**src/hw/panel_pkg.sv**
```systemverilog
// Package: register map, field widths and timing constants for the panel block
package panel_pkg;

  // ---------------------------------------------------------------------------
  // Geometry
  // ---------------------------------------------------------------------------
  localparam int NUM_BUTTONS    = 4;
  localparam int NUM_INDICATORS = 6;

  // ---------------------------------------------------------------------------
  // Register byte offsets (word aligned)
  // ---------------------------------------------------------------------------
  localparam logic [5:0] OFS_BTN_LAMP_ON   = 6'h00;
  localparam logic [5:0] OFS_BTN_LAMP_FL   = 6'h04;
  localparam logic [5:0] OFS_LAMP_SEP      = 6'h08;
  localparam logic [5:0] OFS_BTN_STATUS    = 6'h0C;
  localparam logic [5:0] OFS_BTN_CFG       = 6'h10;
  localparam logic [5:0] OFS_OVR_SET       = 6'h14;
  localparam logic [5:0] OFS_OVR_OR        = 6'h18;
  localparam logic [5:0] OFS_OVR_NAND      = 6'h1C;
  localparam logic [5:0] OFS_IND_ON        = 6'h20;
  localparam logic [5:0] OFS_IND_FL        = 6'h24;
  localparam logic [5:0] OFS_IRQ_STATUS    = 6'h28;
  localparam logic [5:0] OFS_IRQ_ENABLE    = 6'h2C;
  localparam logic [5:0] OFS_IRQ_CLEAR     = 6'h30;

  // ---------------------------------------------------------------------------
  // Reset values
  // ---------------------------------------------------------------------------
  localparam logic [3:0] RST_BTN4 = 4'h0;
  localparam logic [5:0] RST_IND6 = 6'h00;
  localparam logic       RST_BIT  = 1'b0;

  // ---------------------------------------------------------------------------
  // Field positions: all register data lives in byte lane 0
  // ---------------------------------------------------------------------------
  localparam int DATA_LANE = 0;
  localparam int SEP_BIT   = 0;

  // ---------------------------------------------------------------------------
  // Timing: blink half period in milliseconds, clock in Hz
  // ---------------------------------------------------------------------------
  localparam int CLK_HZ        = 10_000_000;
  localparam int BLINK_HALF_MS = 250;
  localparam int BLINK_HALF_CYC = (CLK_HZ / 1000) * BLINK_HALF_MS;

endpackage

```
**src/hw/panel_button_lamp_control.sv**
```systemverilog
// Module: operator panel button and lamp control with a Wishbone register slave
// -----------------------------------------------------------------------------
// -----------------------------------------------------------------------------
`timescale 1ns/1ns
module panel_button_lamp_control #(
  parameter int NB        = panel_pkg::NUM_BUTTONS,
  parameter int NI        = panel_pkg::NUM_INDICATORS,
  parameter int BLINK_CYC = panel_pkg::BLINK_HALF_CYC
) (
  input  wire logic          mclk,
  input  wire logic          sys_rst,
  input  wire logic          clk_en,
  // Wishbone classic slave
  input  wire logic          wb_cyc_i,
  input  wire logic          wb_stb_i,
  input  wire logic          wb_we_i,
  input  wire logic [5:0]    wb_adr_i,
  input  wire logic [3:0]    wb_sel_i,
  input  wire logic [31:0]   wb_dat_i,
  output logic      [31:0]   wb_dat_o,
  output logic               wb_ack_o,
  // Panel pins
  input  wire logic [NB-1:0] button_pin,
  output logic      [NB-1:0] button_lamp,
  output logic      [NI-1:0] indicator_lamp,
  output logic               irq
);

  // ---------------------------------------------------------------------------
  // Declarations
  // ---------------------------------------------------------------------------
  localparam logic [NB-1:0] RST_BTN_W = '0;
  logic [NB-1:0] btn_meta_r;
  logic [NB-1:0] btn_sync_r;
  logic [NB-1:0] btn_prev_r;
  logic [NB-1:0] btn_rise;
  logic [NB-1:0] button_lamp_ctl_on_r;
  logic [NB-1:0] button_lamp_ctl_fl_r;
  logic          lamp_separation_r;
  logic [NB-1:0] button_latch_cfg_r;
  logic [NB-1:0] latch_state_r;
  logic [NB-1:0] latch_state_nxt;
  logic [NB-1:0] button_pressed_state;
  logic [NI-1:0] indicator_lamp_ctl_on_r;
  logic [NI-1:0] indicator_lamp_ctl_fl_r;
  logic [31:0]   blink_cnt_r;
  logic          blink_phase_r;
  logic [NB-1:0] irq_status_r;
  logic [NB-1:0] irq_enable_r;
  logic          wr_stb;
  logic          rd_stb;
  logic [NB-1:0] wr_btn;
  logic [NI-1:0] wr_ind;
  logic [NB-1:0] sep_mom;
  logic [NB-1:0] btn_lamp_nxt;
  logic [NI-1:0] ind_lamp_nxt;
  logic [NB-1:0] status_prev_r;
  logic [NB-1:0] status_change;
  logic [31:0]   rd_nxt;
  logic          blink_wrap;
  logic          btn_on_we;
  logic          btn_fl_we;
  logic          sep_we;
  logic          cfg_we;
  logic          ovr_set_we;
  logic          ovr_or_we;
  logic          ovr_nand_we;
  logic          ind_on_we;
  logic          ind_fl_we;
  logic          irq_en_we;
  logic          irq_clr_we;

  // Blink gating: lamp lit when on, dark during off phase when flashing
  function automatic logic lamp_out(input logic on, input logic fl, input logic phase);
    lamp_out = on & (~fl | phase);
  endfunction

  // Write strobe aimed at one register word
  function automatic logic wr_hit(input logic stb, input logic [5:0] adr,
                                  input logic [5:0] ofs);
    wr_hit = stb & (adr == ofs);
  endfunction

  // ---------------------------------------------------------------------------
  // Bus decode
  // ---------------------------------------------------------------------------
  // One access per request; ack pulses for a single enabled cycle and holds while clk_en is low
  assign wr_stb = wb_cyc_i & wb_stb_i & wb_we_i & ~wb_ack_o & clk_en
                & wb_sel_i[panel_pkg::DATA_LANE];
  assign rd_stb = wb_cyc_i & wb_stb_i & ~wb_we_i & ~wb_ack_o & clk_en;
  assign wr_btn = wb_dat_i[NB-1:0];
  assign wr_ind = wb_dat_i[NI-1:0];

  // Acknowledge every access, mapped or not, one cycle after it is seen
  always_ff @(posedge mclk) begin
    if (sys_rst) begin
      wb_ack_o <= 1'b0;
    end else if (clk_en) begin
      wb_ack_o <= wb_cyc_i & wb_stb_i & ~wb_ack_o;
    end
  end

  // Read data selection; write-only and unmapped words read as zero
  always_comb begin
    rd_nxt = 32'h0000_0000;
    unique case (wb_adr_i)
      panel_pkg::OFS_LAMP_SEP:   rd_nxt[panel_pkg::SEP_BIT] = lamp_separation_r;
      panel_pkg::OFS_BTN_STATUS: rd_nxt[NB-1:0] = button_pressed_state;
      panel_pkg::OFS_BTN_CFG:    rd_nxt[NB-1:0] = button_latch_cfg_r;
      panel_pkg::OFS_IRQ_STATUS: rd_nxt[NB-1:0] = irq_status_r;
      panel_pkg::OFS_IRQ_ENABLE: rd_nxt[NB-1:0] = irq_enable_r;
      default:                   rd_nxt         = 32'h0000_0000;
    endcase
  end

  // Read data register, loaded only when a read is taken, held until the next
  always_ff @(posedge mclk) begin
    if (sys_rst) begin
      wb_dat_o <= 32'h0000_0000;
    end else if (rd_stb) begin
      wb_dat_o <= rd_nxt;
    end
  end

  // ---------------------------------------------------------------------------
  // Write decode
  // ---------------------------------------------------------------------------
  // One strobe per register word; each carries the clock enable and byte lane
  assign btn_on_we   = wr_hit(wr_stb, wb_adr_i, panel_pkg::OFS_BTN_LAMP_ON);
  assign btn_fl_we   = wr_hit(wr_stb, wb_adr_i, panel_pkg::OFS_BTN_LAMP_FL);
  assign sep_we      = wr_hit(wr_stb, wb_adr_i, panel_pkg::OFS_LAMP_SEP);
  assign cfg_we      = wr_hit(wr_stb, wb_adr_i, panel_pkg::OFS_BTN_CFG);
  assign ovr_set_we  = wr_hit(wr_stb, wb_adr_i, panel_pkg::OFS_OVR_SET);
  assign ovr_or_we   = wr_hit(wr_stb, wb_adr_i, panel_pkg::OFS_OVR_OR);
  assign ovr_nand_we = wr_hit(wr_stb, wb_adr_i, panel_pkg::OFS_OVR_NAND);
  assign ind_on_we   = wr_hit(wr_stb, wb_adr_i, panel_pkg::OFS_IND_ON);
  assign ind_fl_we   = wr_hit(wr_stb, wb_adr_i, panel_pkg::OFS_IND_FL);
  assign irq_en_we   = wr_hit(wr_stb, wb_adr_i, panel_pkg::OFS_IRQ_ENABLE);
  assign irq_clr_we  = wr_hit(wr_stb, wb_adr_i, panel_pkg::OFS_IRQ_CLEAR);

  // ---------------------------------------------------------------------------
  // Control registers
  // ---------------------------------------------------------------------------
  // Button lamp-on bits are stored even when their preconditions fail
  always_ff @(posedge mclk) begin
    if (sys_rst) begin
      button_lamp_ctl_on_r <= panel_pkg::RST_BTN4;
    end else if (btn_on_we) begin
      button_lamp_ctl_on_r <= wr_btn;
    end
  end

  // Button flash bits, likewise stored whatever the mode
  always_ff @(posedge mclk) begin
    if (sys_rst) begin
      button_lamp_ctl_fl_r <= panel_pkg::RST_BTN4;
    end else if (btn_fl_we) begin
      button_lamp_ctl_fl_r <= wr_btn;
    end
  end

  // Separation enable
  always_ff @(posedge mclk) begin
    if (sys_rst) begin
      lamp_separation_r <= panel_pkg::RST_BIT;
    end else if (sep_we) begin
      lamp_separation_r <= wb_dat_i[panel_pkg::SEP_BIT];
    end
  end

  // Per-button latch configuration, one selects alternate action
  always_ff @(posedge mclk) begin
    if (sys_rst) begin
      button_latch_cfg_r <= panel_pkg::RST_BTN4;
    end else if (cfg_we) begin
      button_latch_cfg_r <= wr_btn;
    end
  end

  // Indicator lamp on bits
  always_ff @(posedge mclk) begin
    if (sys_rst) begin
      indicator_lamp_ctl_on_r <= panel_pkg::RST_IND6;
    end else if (ind_on_we) begin
      indicator_lamp_ctl_on_r <= wr_ind;
    end
  end

  // Indicator lamp flash bits
  always_ff @(posedge mclk) begin
    if (sys_rst) begin
      indicator_lamp_ctl_fl_r <= panel_pkg::RST_IND6;
    end else if (ind_fl_we) begin
      indicator_lamp_ctl_fl_r <= wr_ind;
    end
  end

  // ---------------------------------------------------------------------------
  // Button input synchroniser
  // ---------------------------------------------------------------------------
  // Two flops before any logic sees the pins
  always_ff @(posedge mclk) begin
    if (sys_rst) begin
      btn_meta_r <= RST_BTN_W;
      btn_sync_r <= RST_BTN_W;
    end else if (clk_en) begin
      btn_meta_r <= button_pin;
      btn_sync_r <= btn_meta_r;
    end
  end

  // Previous synchronised level for press edge detection
  always_ff @(posedge mclk) begin
    if (sys_rst) begin
      btn_prev_r <= RST_BTN_W;
    end else if (clk_en) begin
      btn_prev_r <= btn_sync_r;
    end
  end

  // Rising press edge; reset value equals the idle pin level, so no false edge
  assign btn_rise = btn_sync_r & ~btn_prev_r;

  // ---------------------------------------------------------------------------
  // Latched state and overrides
  // ---------------------------------------------------------------------------
  // Overrides take priority over a press edge in the same cycle
  always_comb begin
    latch_state_nxt = latch_state_r ^ btn_rise;
    if (ovr_set_we) begin
      latch_state_nxt = wr_btn;
    end else if (ovr_or_we) begin
      latch_state_nxt = latch_state_r | wr_btn;
    end else if (ovr_nand_we) begin
      latch_state_nxt = ~(latch_state_r & wr_btn);
    end
  end

  // Only alternate-action buttons keep a latched state
  always_ff @(posedge mclk) begin
    if (sys_rst) begin
      latch_state_r <= panel_pkg::RST_BTN4;
    end else if (clk_en) begin
      latch_state_r <= (latch_state_nxt & button_latch_cfg_r)
                     | (latch_state_r & ~button_latch_cfg_r);
    end
  end

  // Alternate reports the latch, momentary follows the pin
  assign button_pressed_state = (button_latch_cfg_r & latch_state_r)
                              | (~button_latch_cfg_r & btn_sync_r);

  // ---------------------------------------------------------------------------
  // Blink divider
  // ---------------------------------------------------------------------------
  // Shared phase toggles every BLINK_CYC cycles
  assign blink_wrap = (blink_cnt_r >= 32'(BLINK_CYC - 1));

  // Half-period counter, frozen with the clock enable
  always_ff @(posedge mclk) begin
    if (sys_rst) begin
      blink_cnt_r <= 32'h0000_0000;
    end else if (clk_en) begin
      if (blink_wrap) begin
        blink_cnt_r <= 32'h0000_0000;
      end else begin
        blink_cnt_r <= blink_cnt_r + 32'h0000_0001;
      end
    end
  end

  // Phase flips at each counter wrap; every lamp shares it
  always_ff @(posedge mclk) begin
    if (sys_rst) begin
      blink_phase_r <= 1'b0;
    end else if (clk_en && blink_wrap) begin
      blink_phase_r <= ~blink_phase_r;
    end
  end

  // ---------------------------------------------------------------------------
  // Lamp outputs
  // ---------------------------------------------------------------------------
  // Separate control only for momentary buttons; otherwise lamp shows state
  assign sep_mom = {NB{lamp_separation_r}} & ~button_latch_cfg_r;

  always_comb begin
    for (int i = 0; i < NB; i++) begin
      btn_lamp_nxt[i] = sep_mom[i]
        ? lamp_out(button_lamp_ctl_on_r[i], button_lamp_ctl_fl_r[i], blink_phase_r)
        : button_pressed_state[i];
    end
    for (int j = 0; j < NI; j++) begin
      ind_lamp_nxt[j] = lamp_out(indicator_lamp_ctl_on_r[j], indicator_lamp_ctl_fl_r[j],
                                 blink_phase_r);
    end
  end

  // Registered drivers for the four button lamps
  always_ff @(posedge mclk) begin
    if (sys_rst) begin
      button_lamp <= panel_pkg::RST_BTN4;
    end else if (clk_en) begin
      button_lamp <= btn_lamp_nxt;
    end
  end

  // Registered drivers for the six indicator lamps
  always_ff @(posedge mclk) begin
    if (sys_rst) begin
      indicator_lamp <= panel_pkg::RST_IND6;
    end else if (clk_en) begin
      indicator_lamp <= ind_lamp_nxt;
    end
  end

  // ---------------------------------------------------------------------------
  // Interrupts
  // ---------------------------------------------------------------------------
  // A change of reported status is the interrupt event
  assign status_change = button_pressed_state ^ status_prev_r;

  // Reported status one cycle back
  always_ff @(posedge mclk) begin
    if (sys_rst) begin
      status_prev_r <= panel_pkg::RST_BTN4;
    end else if (clk_en) begin
      status_prev_r <= button_pressed_state;
    end
  end

  // Interrupt enable, one bit per button
  always_ff @(posedge mclk) begin
    if (sys_rst) begin
      irq_enable_r <= panel_pkg::RST_BTN4;
    end else if (irq_en_we) begin
      irq_enable_r <= wr_btn;
    end
  end

  // Sticky change flags; a new event wins over a clear in the same cycle
  always_ff @(posedge mclk) begin
    if (sys_rst) begin
      irq_status_r <= panel_pkg::RST_BTN4;
    end else if (clk_en) begin
      if (irq_clr_we) begin
        irq_status_r <= (irq_status_r & ~wr_btn) | status_change;
      end else begin
        irq_status_r <= irq_status_r | status_change;
      end
    end
  end

  // Level interrupt output
  always_ff @(posedge mclk) begin
    if (sys_rst) begin
      irq <= 1'b0;
    end else if (clk_en) begin
      irq <= |(irq_status_r & irq_enable_r);
    end
  end

endmodule

```
**config.mk**
```make
export PLATFORM = sky130hd
export DESIGN_NAME = panel_button_lamp_control
export DESIGN_NICKNAME = d
export VERILOG_FILES = /design/src/hw/panel_pkg.sv /design/src/hw/panel_button_lamp_control.sv
export SDC_FILE = /design/constraint.sdc
export NUM_CORES = 1
export LEC_CHECK = 0
export ABC_AREA = 0
export BUFFER_PORTS_ARGS = -buffer_cell sky130_fd_sc_hd__buf_2
export CAP_MARGIN = 20
export CORE_MARGIN = 2
export CORE_UTILIZATION = 45
export DETAILED_ROUTE_END_ITERATION = 8
export GPL_TIMING_DRIVEN = 0
export MAX_ROUTING_LAYER = met4
export PLACE_DENSITY = 0.67
export SKIP_LAST_GASP = 1
export SLEW_MARGIN = 0
export SYNTH_ARGS = -nofsm -noshare
export SYNTH_HDL_FRONTEND = slang
export SYNTH_SLANG_ARGS = --single-unit
export TNS_END_PERCENT = 5
```
**constraint.sdc**
```tcl
create_clock -name mclk -period 4.5 [get_ports mclk]
set_input_delay 0.675 -clock mclk [delete_from_list [all_inputs] [get_ports mclk]]
set_output_delay 0.675 -clock mclk [all_outputs]
set_load 0.1 [all_outputs]
```
==> flow_metrics.env <==
export IMPL_muxShareOfSynthArea_pct=9.98
export IMPL_grt_start_max_net_pins=18
export IMPL_finalSetupTns_ps=0
export IMPL_layout_commonest_cell="dfxtp_1"
export IMPL_synthSimpleGateAreaFrac_pct=24.4
export IMPL_final_cells=777
export IMPL_crit_path_cell_trace="buf_2, or4_1, nor4_1, nand2_1, a22oi_1, nor2_1"
export IMPL_antenna_cells=0
export IMPL_synth_edf_count=0
export IMPL_fin_skew_ps=8.59
export IMPL_clk_latency_ps=380
export IMPL_vdd_drop_max_mv=0.183
export IMPL_clock_sinks=102
export IMPL_avgViaCountPerCell=5.23
export IMPL_yosysWarnings=0
export IMPL_seq_area_frac_synth_pct=40.7
export IMPL_cts_resized=0
export IMPL_syn_avg_cell_area_sq_um=8.90
export IMPL_grt_overflow_total=0
export IMPL_ys_flop_type="dfxtp_1"
export IMPL_mostFrequentLayoutCells="102 x dfxtp_1, 96 x nor2_1, 50 x mux2i_1, 34 x buf_2, 30 x buf_4"
export IMPL_power_internal_mw=1.32
export IMPL_netlist_instances=564
export IMPL_ios=96
export IMPL_worstSetupPathType="in2reg"
export IMPL_arrival_ps=2420
export IMPL_p_leak_nw=2.13
export IMPL_clkTransAtPathRegs_ps=100
export IMPL_slowest_delay_ps=640
export IMPL_ant_nets=0
export IMPL_gr_usage_all_layers_pct=21.3
export IMPL_crit_path_top_delay_cell="nor4_1"
export IMPL_end_kind="register"
export IMPL_rsz0062_at_grt="no"
export IMPL_gp_congestion=0.884
export IMPL_grt_pass1_vias=3803
export IMPL_core_rowCount=38
export IMPL_start_util_pct=46.3
export IMPL_hp_class="reg2reg"
export IMPL_cts_tree="yes"
export IMPL_p_sw_mw=0.518
export IMPL_synthArstFlopShare_pct=0
export IMPL_dieArea_sq_um=12000
export IMPL_cts_buffers_inserted=9
export IMPL_pwr_density_cell_nw_per_um2=323
export IMPL_p_seq_share_pct=50.3
export IMPL_slew_headroom_pct=51.1
export IMPL_die_w_microns=110
export IMPL_firstDrtPassIters=4
export IMPL_post_cts_setup_buffers=0
export IMPL_drc=0
export IMPL_synthXorXnorAreaFrac_pct=5.59
export IMPL_cts_root_buffer="clkbuf_8"
export IMPL_dp_cells=761
export IMPL_htree_num_levels=3
export IMPL_vias=4060
export IMPL_tightest_slew_ps=726
export IMPL_area_growth_pct=13.3
export IMPL_nNetsFinal=685
export IMPL_max_clock_path_buffers=2
export IMPL_cp_top_family="simple AND/OR/NAND/NOR gates"
export IMPL_path_buf_inv=1
export IMPL_cts_hold_buffers=0
export IMPL_cp_start_kind="input port"
export IMPL_synthesis_area_sq_um=5020
export IMPL_maxCapViolCount=0
export IMPL_synth_compound_area_share_pct=11.0
export IMPL_drive_gt1_share_pct=15.4
export IMPL_drv_slew=0
export IMPL_drt_iter0_drc=253
export IMPL_routed_wl_mm=11.7
export IMPL_post_route_period_util_pct=48.0
export IMPL_wl_per_cell_microns=15.0
export IMPL_clock_fmax_mhz=463
export IMPL_worst_path_max_fanout=5
export IMPL_p_clk_share_pct=36.9
export IMPL_n_fill_cell=1017
export IMPL_grt_pass1_wl_mm=18.9
export IMPL_crit_required_ps=4760
export IMPL_hold_viol_final=0
export IMPL_fp_dieH_microns=110
export IMPL_combinationalPowerShare_pct=12.8
export IMPL_synth_seq_cells=102
export IMPL_synth_top_family_by_area="simple AND/OR/NAND/NOR gates"
export IMPL_synthAdderAreaFrac_pct=0.249
export IMPL_dp_hpwl_mm=8.51
export IMPL_port_buffers=30
export IMPL_setup_viol=0
export IMPL_switching_share_pct=28.2
export IMPL_coreArea_sq_um=10800
export IMPL_period_needed_ps=2160
export IMPL_synth_cell_types=62
export IMPL_antenna_found_initial=0
export IMPL_status="finished clean"
## logic make-up (layout without fill, tap and decap cells)
kind of cell    after synthesis  count (layout)
simple gates                226             226
flops                       102             102
fa+ha+maj                     1               1
xor+xnor                     32              32
mux                          50              50
other cells                   1              28
buf+inv                      76             122
compound gates               76              76
## Yosys cell counts, types with 2 or more instances
cell       number  area share (%)
a211o_1         3            0.52
a211oi_1        5            0.75
a21oi_1        19             1.9
a221o_1         3            0.60
a22o_1          3            0.52
a22oi_1         6            0.90
a311o_1         3            0.60
a311oi_1        4            0.70
a31oi_1         4            0.50
and2_1          2            0.25
and3_1          4            0.50
and3b_1         3            0.52
and4_1          2            0.35
buf_1           2            0.15
buf_2           4            0.40
buf_4          30             4.5
clkbuf_1       26             1.9
dfxtp_1       102              41
inv_1          13            0.97
mux2i_1        50              10
nand2_1        28             2.1
nand2b_1       13             1.6
nand3_1        11             1.1
nand4_1        13             1.6
nor2_1         96             7.2
nor2_4          2            0.45
nor2b_1        10             1.2
nor3_1          8            0.80
nor3_4          2            0.65
nor4_1          9             1.1
nor4_4          2            0.85
o211ai_1        7             1.0
o21a_1          2            0.30
o21ai_0         5            0.50
o2bb2ai_1       3            0.52
o32a_1          3            0.60
or2_2           2            0.25
or3_1           2            0.25
or3_4           2            0.45
or4_1           3            0.45
or4b_1          2            0.40
xnor2_1        10             1.7
xor2_1         22             3.8
## path summary, 6_finish.rpt
check	start	to	slack, ps	cells past startpoint
max	wb_adr_i[2]	irq_status_r[2]	2340	6
min reg2reg	blink_cnt_r[31]	blink_cnt_r[31]	450	2
max reg2reg	blink_cnt_r[5]	blink_cnt_r[29]	2400	6
min	blink_cnt_r[31]	blink_cnt_r[31]	450	2
## final cells by class
cell class	instances	area (sq um)	area share [%]
Inverter	13	48.8	0.858
Timing Repair Buffer	30	150	2.64
Clock buffer	11	151	2.66
Clock inverter	5	88.8	1.56
Multi-Input combinational cell	413	2670	47.0
Sequential cell	102	2040	35.9
Buffer	63	355	6.25
Tap cell	140	175	3.08
## tightest hold or removal path: stages, from the launching register on
cell and delay (ps):
dfxtp_1 320, inv_1 50, a21oi_1 50
## through the flow
stage	instance area [sq um]	hold slack (ps)	power (mW)	setup slack, ps	utilization [%]
5_1_grt	5680	509	1.91	2170	52.4
3_3_place_gp	5440	437	1.18	1970	50.2
3_5_place_dp	5440	440	1.18	1970	50.2
2_1_floorplan	5120	426	1.14	2240	-
6_report	5680	453	1.84	2340	52.4
4_1_cts	5680	455	1.85	2370	52.4
## power by group through the flow
stage	Combinational (mW)	Sequential [mW]	Clock, mW
floorplan	0.189	0.953	0
global placement	0.233	0.944	0
detailed placement	0.234	0.944	0
CTS	0.235	0.923	0.696
global route	0.250	0.925	0.730
finish	0.235	0.923	0.677
## state kept, by name, indices dropped and copies added (netlist names), 4 cells and up, named ones only
signal	cells
button_lamp	4
button_lamp_ctl_on_r	4
btn_prev_r	4
status_prev_r	4
irq_status_r	4
indicator_lamp_ctl_on_r	6
button_lamp_ctl_fl_r	4
blink_cnt_r	32
button_latch_cfg_r	4
wb_dat_o	4
btn_meta_r	4
indicator_lamp	6
btn_sync_r	4
irq_enable_r	4
indicator_lamp_ctl_fl_r	6
## layer usage
layer | GRT usage (%) | vias up | wire (microns) | share of wire (%)
met3 | 5.57 | 23 | 548 | 4.7
li1 | - | 2046 | - | -
met1 | 24.9 | 1892 | 5180 | 44
met2 | 34.4 | 99 | 5660 | 48
met5 | - | - | 0 | 0
met4 | 9.49 | 0 | 309 | 2.6
Note: power is estimated with default switching activity, not from simulation.
